<file path="config.mk">
export PLATFORM = sky130hd
export DESIGN_NAME = psl_strap_latch
export DESIGN_NICKNAME = d
export VERILOG_FILES = /design/src/psl_buf2.v /design/src/psl_strap_latch.v
export VERILOG_INCLUDE_DIRS = /design/src
export SDC_FILE = /design/constraint.sdc
export NUM_CORES = 1
export LEC_CHECK = 0
export BUFFER_PORTS_ARGS = -buffer_cell sky130_fd_sc_hd__buf_2
export CAP_MARGIN = 10
export CORE_AREA = 8 8 133 135
export DETAILED_ROUTE_END_ITERATION = 7
export DIE_AREA = 0 0 141 143
export HOLD_SLACK_MARGIN = 0.08
export PLACE_DENSITY = 0.62
export SKIP_CTS_REPAIR_TIMING = 1
export SLEW_MARGIN = 10
export SYNTH_ARGS = -nofsm -noshare
export SYNTH_HDL_FRONTEND = slang
export SYNTH_SLANG_ARGS = --single-unit
</file>
<file path="constraint.sdc">
create_clock -name mclk_i -period 2.5 [get_ports mclk_i]
set_clock_uncertainty 0.1 [all_clocks]
set_input_delay 0.5 -clock mclk_i [delete_from_list [all_inputs] [get_ports mclk_i]]
set_output_delay 0.5 -clock mclk_i [all_outputs]
set_load 0.005 [all_outputs]
</file>
<file path="src/psl_consts.vh">
// Purpose: shared constants for the strap latch and indicator block
// Assumes: 100 MHz system clock
// Notes:   field positions name the control register bits that the
//          latched straps stand for
`ifndef PSL_CONSTS_VH
`define PSL_CONSTS_VH

// clock and timing
`define PSL_CLK_NS        10
`define PSL_BLINK_NS      50000000
`define PSL_FILL_CYC      3'h4

// indicator mode field, vendor control register 1fh bits 5:4
`define PSL_LED_MODE_HI   5
`define PSL_LED_MODE_LO   4
`define PSL_LED_SPEED     2'h0
`define PSL_LED_ACT       2'h1

// interface mode strap encodings
`define PSL_IF_STD        3'h0
`define PSL_IF_B2B        3'h6

// register bit positions fed by the straps
`define PSL_CTL_SPEED_BIT 13
`define PSL_CTL_ISO_BIT   10
`define PSL_BCAST_OFF_BIT 9

// strap defaults used until the first latch
`define PSL_ADDR_RST      3'h1
`define PSL_ADDR_HI_RST   2'h0
`define PSL_SPEED_RST     1'b1
`define PSL_ISO_RST       1'b0
`define PSL_BCAST_RST     1'b0
`define PSL_MODE_RST      3'h0

// synchroniser vector layout
`define PSL_SYNC_W        16
`define PSL_S_SPEED       0
`define PSL_S_ADDR        1
`define PSL_S_BCAST       4
`define PSL_S_MODE        5
`define PSL_S_ISO         8
`define PSL_S_RXCLK       9
`define PSL_S_TXCLK       10
`define PSL_S_TXD         11
`define PSL_S_TXEN        15

`endif

</file>
<file path="src/psl_buf2.v">
// Purpose: two-entry buffer with valid/ready on both sides
// Assumes: same clock on both sides, ce_i freezes all state
// Notes:   output data come straight from the storage registers
`include "psl_consts.vh"

module psl_buf2 (
   input  wire       mclk_i,     // system clock
   input  wire       rst_n_i,    // async reset, active low
   input  wire       ce_i,       // clock enable
   input  wire [3:0] in_data_i,  // word to store
   input  wire       in_valid_i, // word offered
   output wire       in_ready_o, // room for a word
   output wire [3:0] out_data_o, // oldest word
   output wire       out_valid_o,// a word is held
   input  wire       out_ready_i // drain takes the word
);

   reg  [3:0] mem0;
   reg  [3:0] mem1;
   reg        wr_ptr;
   reg        rd_ptr;
   reg  [1:0] count;
   wire       push;
   wire       pop;

   // honest full and empty straight from the count
   assign in_ready_o  = (count != 2'h2);
   assign out_valid_o = (count != 2'h0);
   assign out_data_o  = rd_ptr ? mem1 : mem0;
   assign push        = in_valid_i & in_ready_o;
   assign pop         = out_valid_o & out_ready_i;

   ////////////////////////////////////////////////////////////////////////
   // storage and pointers
   always @(posedge mclk_i or negedge rst_n_i) begin
      if (!rst_n_i) begin
         mem0   <= 4'h0;
         mem1   <= 4'h0;
         wr_ptr <= 1'b0;
         rd_ptr <= 1'b0;
         count  <= 2'h0;
      end else if (ce_i) begin
         if (push) begin
            if (wr_ptr)
               mem1 <= in_data_i;
            else
               mem0 <= in_data_i;
            wr_ptr <= ~wr_ptr;
         end
         if (pop)
            rd_ptr <= ~rd_ptr;
         // simultaneous push and pop leaves the count alone
         if (push & ~pop)
            count <= count + 2'h1;
         else if (pop & ~push)
            count <= count - 2'h1;
      end
   end

endmodule

</file>
<file path="src/psl_strap_latch.v">
// Purpose: latch transceiver pin straps at reset release, drive the
//          speed/activity indicator and the nibble data paths
// Assumes: 100 MHz mclk_i; link clocks and pins are asynchronous
// Notes:   strap pins are split into input, output and output enable
//
// Behaviour
// - While reset is held the dual-purpose pins are inputs, and after release they drive.
// - The indicator pin level is captured as the speed setting when reset is released.
// - A two-bit indicator mode field (bits 5:4 of register 1fh) picks the indicator behaviour.
// - Mode 00 shows high for 10 and low for 100, mode 01 idles high and toggles on activity.
// - The receive nibble moves with the receive clock and is valid only while data-valid is high.
// - The transmit nibble is taken on the transmit clock only while transmit enable is high.
// - The low three management address bits are latched from straps, default 1.
// - The upper two management address bits are always 00.
// - Address zero is broadcast unless the disable strap or bit 9 of register 16h is set.
// - A three-bit interface mode is latched, 000 standard and 110 back-to-back, others reserved.
// - The speed strap feeds control bit 13 and the speed capability advertised in register 4h.
// - The isolate strap feeds bit 10 of control register 0h, default not isolated.
`include "psl_consts.vh"

module psl_strap_latch #(
   parameter BLINK_CYC = `PSL_BLINK_NS / `PSL_CLK_NS
) (
   input  wire       mclk_i,                  // system clock
   input  wire       rst_n_i,                 // async chip reset, active low
   input  wire       ce_i,                    // clock enable
   input  wire       speed_pin_i,             // indicator/speed pin level
   output wire       speed_pin_o,             // indicator drive value
   output wire       speed_pin_oe_o,          // indicator drive enable
   input  wire [2:0] mgmt_addr_strap_i,       // address strap pin levels
   output wire [2:0] mgmt_addr_strap_o,       // address pin drive values
   output wire       mgmt_addr_strap_oe_o,    // address pin drive enable
   input  wire       broadcast_disable_strap_i,  // broadcast-off pin level
   output wire       broadcast_disable_strap_o,  // broadcast-off drive value
   output wire       broadcast_disable_strap_oe_o, // broadcast-off enable
   input  wire [2:0] iface_mode_strap_i,      // interface mode pin levels
   output wire [2:0] iface_mode_strap_o,      // mode pin drive values
   output wire       iface_mode_strap_oe_o,   // mode pin drive enable
   input  wire       isolate_strap_i,         // isolate pin level
   output wire       isolate_strap_o,         // isolate pin drive value
   output wire       isolate_strap_oe_o,      // isolate pin drive enable
   input  wire [7:0] pin_out_i,               // normal output values of strap pins
   input  wire [1:0] led_mode_i,              // indicator mode field
   input  wire       link_speed_100_i,        // link runs at 100 Mbit/s
   input  wire       activity_i,              // traffic seen on the line
   input  wire       bcast_off_reg_i,         // register bit making addr 0 unique
   input  wire       rx_clk_i,                // receive link clock
   input  wire [3:0] rx_data_i,               // receive nibble from the core
   input  wire       rx_valid_i,              // receive nibble offered
   output wire       rx_ready_o,              // buffer can take a nibble
   output reg  [3:0] rxd_o,                   // receive nibble to the mac
   output reg        rx_dv_o,                 // receive data valid
   input  wire       tx_clk_i,                // transmit link clock
   input  wire [3:0] txd_i,                   // transmit nibble from the mac
   input  wire       tx_en_i,                 // transmit enable
   output reg  [3:0] tx_data_o,               // accepted transmit nibble
   output reg        tx_valid_o,              // one-cycle pulse per nibble
   output wire [4:0] mgmt_addr_o,             // management address
   output wire       bcast_addr0_o,           // address zero is broadcast
   output wire       speed_100_o,             // control speed select bit
   output wire       adv_100_o,               // advertise 100 Mbit/s
   output wire       isolate_o,               // control isolate bit
   output wire [2:0] iface_mode_o,            // latched interface mode
   output wire       back_to_back_o,          // repeater mode selected
   output wire       iface_reserved_o,        // reserved mode strapped
   output wire       straps_done_o            // straps latched, pins driving
);

   localparam ST_FILL = 2'h0;
   localparam ST_RUN  = 2'h1;

   reg  [`PSL_SYNC_W-1:0] sync1;
   reg  [`PSL_SYNC_W-1:0] sync2;
   reg  [`PSL_SYNC_W-1:0] sync3;
   reg  [`PSL_SYNC_W-1:0] stab;
   wire [`PSL_SYNC_W-1:0] raw;
   wire [`PSL_SYNC_W-1:0] agree;
   reg  [1:0]             state;
   reg  [2:0]             fill_cnt;
   reg  [2:0]             addr_lat;
   reg                    speed_lat;
   reg                    bcast_lat;
   reg  [2:0]             mode_lat;
   reg                    iso_lat;
   reg  [31:0]            blink_cnt;
   reg                    blink;
   reg                    led_val;
   wire                   running;
   wire                   rx_fall;
   wire                   tx_rise;
   wire [3:0]             buf_data;
   wire                   buf_valid;
   wire                   buf_pop;

   assign raw = {tx_en_i, txd_i, tx_clk_i, rx_clk_i, isolate_strap_i,
                 iface_mode_strap_i, broadcast_disable_strap_i,
                 mgmt_addr_strap_i, speed_pin_i};

   ////////////////////////////////////////////////////////////////////////
   // three-stage synchronisers; a change counts when stages 2 and 3 agree
   genvar gi;
   generate
      for (gi = 0; gi < `PSL_SYNC_W; gi = gi + 1) begin : g_sync
         assign agree[gi] = (sync2[gi] == sync3[gi]);
         always @(posedge mclk_i or negedge rst_n_i) begin
            if (!rst_n_i) begin
               sync1[gi] <= 1'b0;
               sync2[gi] <= 1'b0;
               sync3[gi] <= 1'b0;
               stab[gi]  <= 1'b0;
            end else if (ce_i) begin
               sync1[gi] <= raw[gi];
               sync2[gi] <= sync1[gi];
               sync3[gi] <= sync2[gi];
               if (agree[gi])
                  stab[gi] <= sync3[gi];
            end
         end
      end
   endgenerate

   // edges of the sampled link clocks
   assign rx_fall = agree[`PSL_S_RXCLK] & ~sync3[`PSL_S_RXCLK] & stab[`PSL_S_RXCLK];
   assign tx_rise = agree[`PSL_S_TXCLK] & sync3[`PSL_S_TXCLK] & ~stab[`PSL_S_TXCLK];

   ////////////////////////////////////////////////////////////////////////
   // strap capture sequence; the chain must fill before the first latch,
   // since async reset may only load constants into the flops
   always @(posedge mclk_i or negedge rst_n_i) begin
      if (!rst_n_i) begin
         state     <= ST_FILL;
         fill_cnt  <= 3'h0;
         addr_lat  <= `PSL_ADDR_RST;
         speed_lat <= `PSL_SPEED_RST;
         bcast_lat <= `PSL_BCAST_RST;
         mode_lat  <= `PSL_MODE_RST;
         iso_lat   <= `PSL_ISO_RST;
      end else if (ce_i) begin
         case (state)
            ST_FILL: begin
               if (fill_cnt == `PSL_FILL_CYC) begin
                  state     <= ST_RUN;
                  speed_lat <= stab[`PSL_S_SPEED];
                  addr_lat  <= stab[`PSL_S_ADDR+2:`PSL_S_ADDR];
                  bcast_lat <= stab[`PSL_S_BCAST];
                  mode_lat  <= stab[`PSL_S_MODE+2:`PSL_S_MODE];
                  iso_lat   <= stab[`PSL_S_ISO];
               end else begin
                  fill_cnt <= fill_cnt + 3'h1;
               end
            end
            ST_RUN:  state <= ST_RUN;
            default: state <= ST_FILL;
         endcase
      end
   end

   assign running       = (state == ST_RUN);
   assign straps_done_o = running;

   ////////////////////////////////////////////////////////////////////////
   // configuration outputs
   // upper address bits fixed
   assign mgmt_addr_o      = {`PSL_ADDR_HI_RST, addr_lat};
   assign bcast_addr0_o    = ~(bcast_lat | bcast_off_reg_i);
   assign speed_100_o      = speed_lat;
   assign adv_100_o        = speed_lat;
   assign isolate_o        = iso_lat;
   assign iface_mode_o     = mode_lat;
   assign back_to_back_o   = (mode_lat == `PSL_IF_B2B);
   assign iface_reserved_o = (mode_lat != `PSL_IF_B2B) && (mode_lat != `PSL_IF_STD);

   ////////////////////////////////////////////////////////////////////////
   // pins turn to outputs once straps are latched
   assign mgmt_addr_strap_oe_o         = running;
   assign broadcast_disable_strap_oe_o = running;
   assign iface_mode_strap_oe_o        = running;
   assign isolate_strap_oe_o           = running;
   assign speed_pin_oe_o               = running;
   assign mgmt_addr_strap_o            = pin_out_i[2:0];
   assign broadcast_disable_strap_o    = pin_out_i[3];
   assign iface_mode_strap_o           = pin_out_i[6:4];
   assign isolate_strap_o              = pin_out_i[7];
   assign speed_pin_o                  = led_val;

   ////////////////////////////////////////////////////////////////////////
   // blink timer; restarts when idle so the first toggle has full length
   always @(posedge mclk_i or negedge rst_n_i) begin
      if (!rst_n_i) begin
         blink_cnt <= 32'h0;
         blink     <= 1'b0;
      end else if (ce_i) begin
         if (!activity_i) begin
            blink_cnt <= 32'h0;
            blink     <= 1'b0;
         end else if (blink_cnt >= BLINK_CYC - 1) begin
            blink_cnt <= 32'h0;
            blink     <= ~blink;
         end else begin
            blink_cnt <= blink_cnt + 32'h1;
         end
      end
   end

   always @(posedge mclk_i or negedge rst_n_i) begin
      if (!rst_n_i) begin
         led_val <= 1'b1;
      end else if (ce_i) begin
         case (led_mode_i)
            // high for 10, low for 100
            `PSL_LED_SPEED: led_val <= ~link_speed_100_i;
            `PSL_LED_ACT:   led_val <= ~blink;
            // reserved modes keep the indicator off
            default:        led_val <= 1'b1;
         endcase
      end
   end

   ////////////////////////////////////////////////////////////////////////
   // receive path; the buffer absorbs core words between link edges
   assign buf_pop = running & rx_fall;

   psl_buf2 u_rx_buf (
      .mclk_i      (mclk_i),
      .rst_n_i     (rst_n_i),
      .ce_i        (ce_i),
      .in_data_i   (rx_data_i),
      .in_valid_i  (rx_valid_i),
      .in_ready_o  (rx_ready_o),
      .out_data_o  (buf_data),
      .out_valid_o (buf_valid),
      .out_ready_i (buf_pop)
   );

   // nibble changes on the falling receive edge, valid with dv
   always @(posedge mclk_i or negedge rst_n_i) begin
      if (!rst_n_i) begin
         rxd_o   <= 4'h0;
         rx_dv_o <= 1'b0;
      end else if (ce_i && buf_pop) begin
         rx_dv_o <= buf_valid;
         if (buf_valid)
            rxd_o <= buf_data;
      end
   end

   ////////////////////////////////////////////////////////////////////////
   // transmit nibble taken on the rising edge only with enable
   always @(posedge mclk_i or negedge rst_n_i) begin
      if (!rst_n_i) begin
         tx_data_o  <= 4'h0;
         tx_valid_o <= 1'b0;
      end else if (ce_i) begin
         tx_valid_o <= running & tx_rise & stab[`PSL_S_TXEN];
         if (running && tx_rise && stab[`PSL_S_TXEN])
            tx_data_o <= stab[`PSL_S_TXD+3:`PSL_S_TXD];
      end
   end

endmodule

</file>
# Yosys cells after proc, flatten, opt, wreduce, memory -nomap -nowiden
# Cells that the tools add are included.
word_totals:
  reg_bits: 134
  wordCells: 180
op_classes:
  addsub: 4
  order_cmp: 1
  eq_ne: 24
  n_mux: 10
  bitwise_logic: 22
  reduce_logical: 36
ops:
  columns: ["cell", "n"]
  rows:
  - ["2-to-1 mux 32 bit", 2]
  - ["AND reduction 2 bit", 23]
  - ["adder 32 x 1 -> 32 bit (second input constant)", 1]
  - [">= comparator 32 x 23 -> 1 bit (second input constant)", 1]
  - ["== test 1 bit", 16]
  - ["AND reduction 3 bit", 4]
  - ["AND 1 bit", 11]
  - ["NOT 1 bit", 10]
  - ["== test 3 bit (second input constant)", 2]
  - ["2-to-1 mux 2 bit", 3]
  - ["== test 2 x 1 -> 1 bit (second input constant)", 2]
  - ["logical AND 1 bit", 4]
  - ["zero test 2 bit", 2]
  - ["2-to-1 mux 4 bit", 1]
  - ["inequality test 2 bit (second input constant)", 2]
  - ["case mux 2 bit (2 select lines)", 1]
  - ["nonzero test 2 bit", 2]
  - ["adder 3 x 1 -> 3 bit (second input constant)", 1]
  - ["inequality test 3 bit (second input constant)", 1]
  - ["nonzero test 3 bit", 1]
  - ["adder 2 x 1 -> 2 bit (second input constant)", 1]
  - ["2-to-1 mux 1 bit", 2]
  - ["inequality test 2 x 1 -> 1 bit (second input constant)", 1]
  - ["case mux 1 bit (2 select lines)", 1]
  - ["2 further kinds", 2]

# Depth between registers and ports, before layout
logic_depth:
  ltp_word: 9
  ltp_mapped: 8
  depth_no_buf: 8

# By module
# From an unflattened synthesis, not the netlist that was laid out.
unflattened:
  hier_cells: 522
  area_unflattened_um2: 5954.5
by_module_without_submodules:
  columns: ["mod", "n_inst", "cells_each", "area_per_inst_um2", "seq_area_each_um2"]
  rows:
  - ["psl_strap_latch", 1, 482, 5370.2, 3031.7]
  - ["psl_buf2", 1, 40, 584.3, 300.3]

# Worst setup path after synthesis
# OpenSTA, ideal clock, no wires.
synth_timing:
  kind: "register to register"
  from: "reg blink_cnt[0]"
  to: "reg blink"
  arrival_ps: 1856
  required_time_ps: 2275
  slack_ps: 419
  path_stages_with_launch: 7
  path_buffers: 0
  synth_period_minus_slack_ps: 2081
  path_cell_list: "dfrtp_1 ha_1 and3_1 a311oi_1 o22ai_2 o21a_2 mux2_2"
synth_via:
  elab_chain_cells: 3
synth_rtl:
  columns: ["item", "line_no", "rtl"]
  rows:
  - ["start: declaration", "psl_strap_latch.v:85", "reg [31:0] blink_cnt;"]
  - ["start signal: assignment", "psl_strap_latch.v:200", "blink_cnt <= blink_cnt + 32'h1;"]
  - [">= comparator 32 x 23 -> 1 bit", "psl_strap_latch.v:196", "end else if (blink_cnt >= BLINK_CYC - 1) begin"]
  - ["inequality test 2 x 1 -> 1 bit (no source line)", null, null]
  - ["AND reduction 2 bit (no source line)", null, null]
  - ["end signal: assignment", "psl_strap_latch.v:198", "blink <= ~blink;"]
  - ["end: declaration", "psl_strap_latch.v:86", "reg blink;"]
# No other way between the ends.
# A chain may end at the register's enable or synchronous reset.

# Worst setup path after layout
layout_timing:
  from: "reg blink_cnt[0]"
  to: "reg blink_cnt[19]"
layout_via:
  elab_chain_cells: 3
  word_cells_on_any_way: 4
  classes_between: "add/sub: 1; order compare: 1; mux: 2"
layout_rtl:
  columns: ["item", "line_no", "rtl"]
  rows:
  - ["adder 32 x 1 -> 32 bit or >= comparator 32 x 23 -> 1 bit (tied branches)", "psl_strap_latch.v:200, psl_strap_latch.v:196", null]
  - ["2-to-1 mux 32 bit *", "psl_strap_latch.v:196", null]
  - ["2-to-1 mux 32 bit *", "psl_strap_latch.v:193", "if (!activity_i) begin"]
# Mark *: on every way between the ends. The rest lies on a longest branch, timed or not.

==> summary.md <==
The run finished with clean final reports. Final setup violation count: 0. Counting instances in the post-synthesis netlist gives the leading cell types as sky130_fd_sc_hd__dfrtp_1 (130), sky130_fd_sc_hd__o21ai_0 (57), sky130_fd_sc_hd__mux2_2 (56), sky130_fd_sc_hd__nand2_1 (48), sky130_fd_sc_hd__nor2_1 (36).

Row generation in the floorplan step produced 46 rows. The capturing instance or port of the critical path is blink_cnt[19]. The number of standard cells in the layout, taps in and fillers out is 833, and the upper clock frequency limit is 428 MHz. Setup repair after global routing left no endpoint under its margin. The launching element type of the critical path is a flop. The number of max-cap violations was 0. The startpoint identified for the worst register-to-register timing path is blink_cnt[0].

The via count of the routed design is 4210. The highest cell delay on the worst timing path was 0.48 ns. Including well taps, the total number of placed cells is 800. The total buffers and inverters traversed by the critical path works out to 1.

The count of nets left with antenna violations once routing finished came out at 0. The count of distinct cell types in the synthesized netlist is 55, and the clock transition at the registers of the reported paths is 0.06 ns. Category of the worst setup path capture point: a flop. No sink is reached through more buffers than the 2 on the longest clock path. The net count of the finished layout was 647; the sink count of the clock tree was 133.

For the register-to-register setup slack, the log shows 0.16 ns. The overall routed net length is 12300 um. The critical path goes through ha_1 > and3_1 > a311oi_1 > o22ai_2 > o21a_2 > buf_4 > nor2_1.

VDD sags by at most 0.647 mV. The via count of the first global-routing pass is 4320. The die span in y was 143 um; the H-tree depth was 4. A synthesized cell averages 11.0 um^2. For the hold violation count in the final report, the log shows 0. TritonCTS built the clock tree. The tools report the sequential share of power as 44.6%. The total iterations of the first detailed-routing run came out at 4. Cell chosen for the clock root: sky130_fd_sc_hd__clkbuf_16. The DRC violations left was 0. Hold is met by 0.205 ns. The floorplan step defined a core boundary enclosing 15600 um^2.

Of all flip-flops after synthesis, the portion carrying an async set or reset was 100%. For the total placed instance area, the log shows 6530 um^2. Of the synthesized area, sequential elements account for 55.0%. Worst setup path startpoint: blink_cnt[0]. The dominant cell type by area after synthesis was sky130_fd_sc_hd__dfrtp_1.

The initial antenna violation count is 1. The most frequently used flop master after synthesis was sky130_fd_sc_hd__dfrtp_1. The power density of the placed cells works out to 942 nW/um^2.

The run gives 38.7% as the part of the power in the clock network. Arrival time of the worst setup path: 2.58 ns. Summed over its instances, the top area cell type makes up 53.7% of the synthesized netlist area. The cell at the slowest stage of the critical path is sky130_fd_sc_hd__a311oi_1.

Subtracting the final worst setup slack from the clock period gives 2.34 ns. Count of inserted antenna diode cells: 0. Synthesis inferred 133 register bits. The internal power of the cells totals 4890 uW. After global routing the overflow that remains totals 0. The total clock buffers created by CTS was 17. The number of cells on the critical path works out to 7.

The floorplan die width was 141 um. Worst setup path category: reg2reg. The cell count after synthesis came out at 550. The tightest min-delay check is of the in2reg type. The number of I/O port buffers was 58; the top fanout value on the critical path was 13. The effective utilization at floorplan is 38.8%, and the post-synthesis instance area is 6060 um^2. The most frequent cell after synthesis was sky130_fd_sc_hd__dfrtp_1. In the final routed layout, each cell accounts on average for 14.8 um.

Broken down by cell family, the worst path's largest delay share belongs to compound AO/OA/AOI/OAI gates. The endpoint identified for the worst register-to-register timing path is blink_cnt[19]. The detailed-route vias per instance was 5.05; the area of all placed cells without fillers was 7170 um^2. The remaining max-slew budget at the tightest pin was 54.5%; the global-route usage over all layers was 13.0%. For the final routed database, the setup TNS stands at 0 ns. The initial DRC count was 195; the net switching component of the power was 1870 uW.

The total of warnings raised by yosys is 0. The ratio of cells with drive above 1 in the final layout was 28.8%; the area enclosed by the die boundary was 20200 um^2. For the worst flop-to-flop path, the logic depth is 7. 77 I/O pins were placed. The congestion estimate from routability-driven global placement came to 0.810. For the total count of max-transition violations in the final report, the log shows 0. Entering global routing, the biggest net connects 79 pins.

The synthesized design contains 0 enable-type register cells. For the pin with the worst max-slew slack, the measured transition is 0.677 ns. For the total leakage power, the log shows 0.00323 uW. The total half-perimeter wirelength after legalization and detailed placement is 8350 um, and the global-route wire length before repair is 21100 um. The worst path uses 93.5% of the clock period. By area the synthesized netlist is led by sky130_fd_sc_hd__dfrtp_1 (54%), sky130_fd_sc_hd__mux2_2 (10%), sky130_fd_sc_hd__o21ai_0 (4.7%), sky130_fd_sc_hd__nand2_1 (3.0%), sky130_fd_sc_hd__xor2_1 (2.5%). Combinational cells account for 16.6% of the total power.

The switching portion of total power was 27.7%. Data on the critical path is required at its endpoint by 2.74 ns. Relative to the synthesized area, the layout overhead comes to 18.4%. Insertion delay of the later-clocked pin in the worst-skew pair: 0.42 ns.
layout make-up:
class | instances | area [um^2]
clock buffers | 18 | 439
clock inverters | 14 | 185
fillers | 1397 | 8420
inverters | 27 | 101
multi-input cells | 352 | 2400
flip-flops and latches | 133 | 3330
well taps | 216 | 270
repair buffers | 73 | 448
cell usage in the layout, fill, tap and decap left out, drive strengths merged, types with 2 or more instances in the layout:
cell type / count
nand2b: 3
buf: 72
and3: 8
xnor2: 9
and2: 2
nor3: 5
a211o: 6
and4: 2
xor2: 17
dfstp: 3
ha: 6
inv: 34
nand2: 48
bufinv: 3
clkbuf: 18
a31oi: 2
mux2i: 5
a21o: 3
o21ai: 57
nand3: 14
a21oi: 18
conb: 2
or2: 3
nor2b: 4
nand4: 15
clkinv: 4
a22o: 2
nor4: 10
nor2: 38
nor4bb: 3
mux2: 56
o41ai: 2
dfrtp: 130
registers in the layout (all words and copies together), names as in the netlist, 2 cells and up:
| register | count |
|---|---|
| fill_cnt | 3 |
| blink_cnt | 32 |
| tx_data_o | 4 |
| stab | 16 |
| sync1 | 16 |
| addr_lat | 3 |
| u_rx_buf.count | 2 |
| sync2 | 16 |
| u_rx_buf.mem0 | 4 |
| sync3 | 16 |
| u_rx_buf.mem1 | 4 |
| rxd_o | 4 |
| iface_mode_o | 3 |
logic make-up after synthesis:
kind of cell / after synthesis / synth area share (%)
buffers and inverters: 66 / 5.56
AOI/OAI and AO/OA: 97 / 9.23
and+or+nand+nor: 160 / 13.9
DFF: 133 / 55.0
other: 1 / 0.0619
xor gates and xnor gates: 26 / 3.76
adders and majority gates: 6 / 1.24
muxes: 61 / 11.2
per-stage QoR:
| step | setup slack, ns | power (uW) | util [%] |
|---|---|---|---|
| 5_1_grt | 0.0228 | 7150 | 46.0 |
| 3_3_place_gp | 0.217 | 4100 | 41.9 |
| 4_1_cts | 0.142 | 6840 | 45.9 |
| 3_5_place_dp | 0.156 | 4190 | 41.9 |
| 6_report | 0.163 | 6760 | 46.0 |
| 2_1_floorplan | 0.419 | 3750 | - |
worst min path at each step:
stage	cells past startpoint	startpoint	end
4_1_cts	1	rst_n_i	sync2[5]
3_3_place_gp	2	rxd_o[2]	rxd_o[2]
2_1_floorplan	0	rst_n_i	addr_lat[1]
5_1_grt	2	mgmt_addr_strap_i[2]	sync1[3]
3_5_place_dp	2	rxd_o[3]	rxd_o[3]
6_report	2	mgmt_addr_strap_i[2]	sync1[3]
layer usage:
metal  vias to the layer above  part of all wire, %  GRT usage, %
met1                      2082                   47          16.5
met4                         2                  1.6          4.92
met3                        25                  4.8          4.24
met5                         -                0.065             0
met2                        87                   47          20.2
li1                       2014                    -             -
power by group through the flow:
stage / combinational (uW) / sequential (uW) / clock, uW
detailed placement: 1140 / 3050 / 0
global placement: 1080 / 3020 / 0
floorplan: 795 / 2950 / 0
CTS: 1150 / 3020 / 2670
global route: 1280 / 3090 / 2770
finish: 1120 / 3020 / 2620
worst reg2reg max path: cells and delay by family, from the launching register on:
kind            cells  cell delay [ns]
fa+ha+maj           1             0.26
compound gates      3             0.96
simple gates        2             0.35
flops               1             0.41
buf+inv             1             0.19
Power figures use the tool's default switching activity.
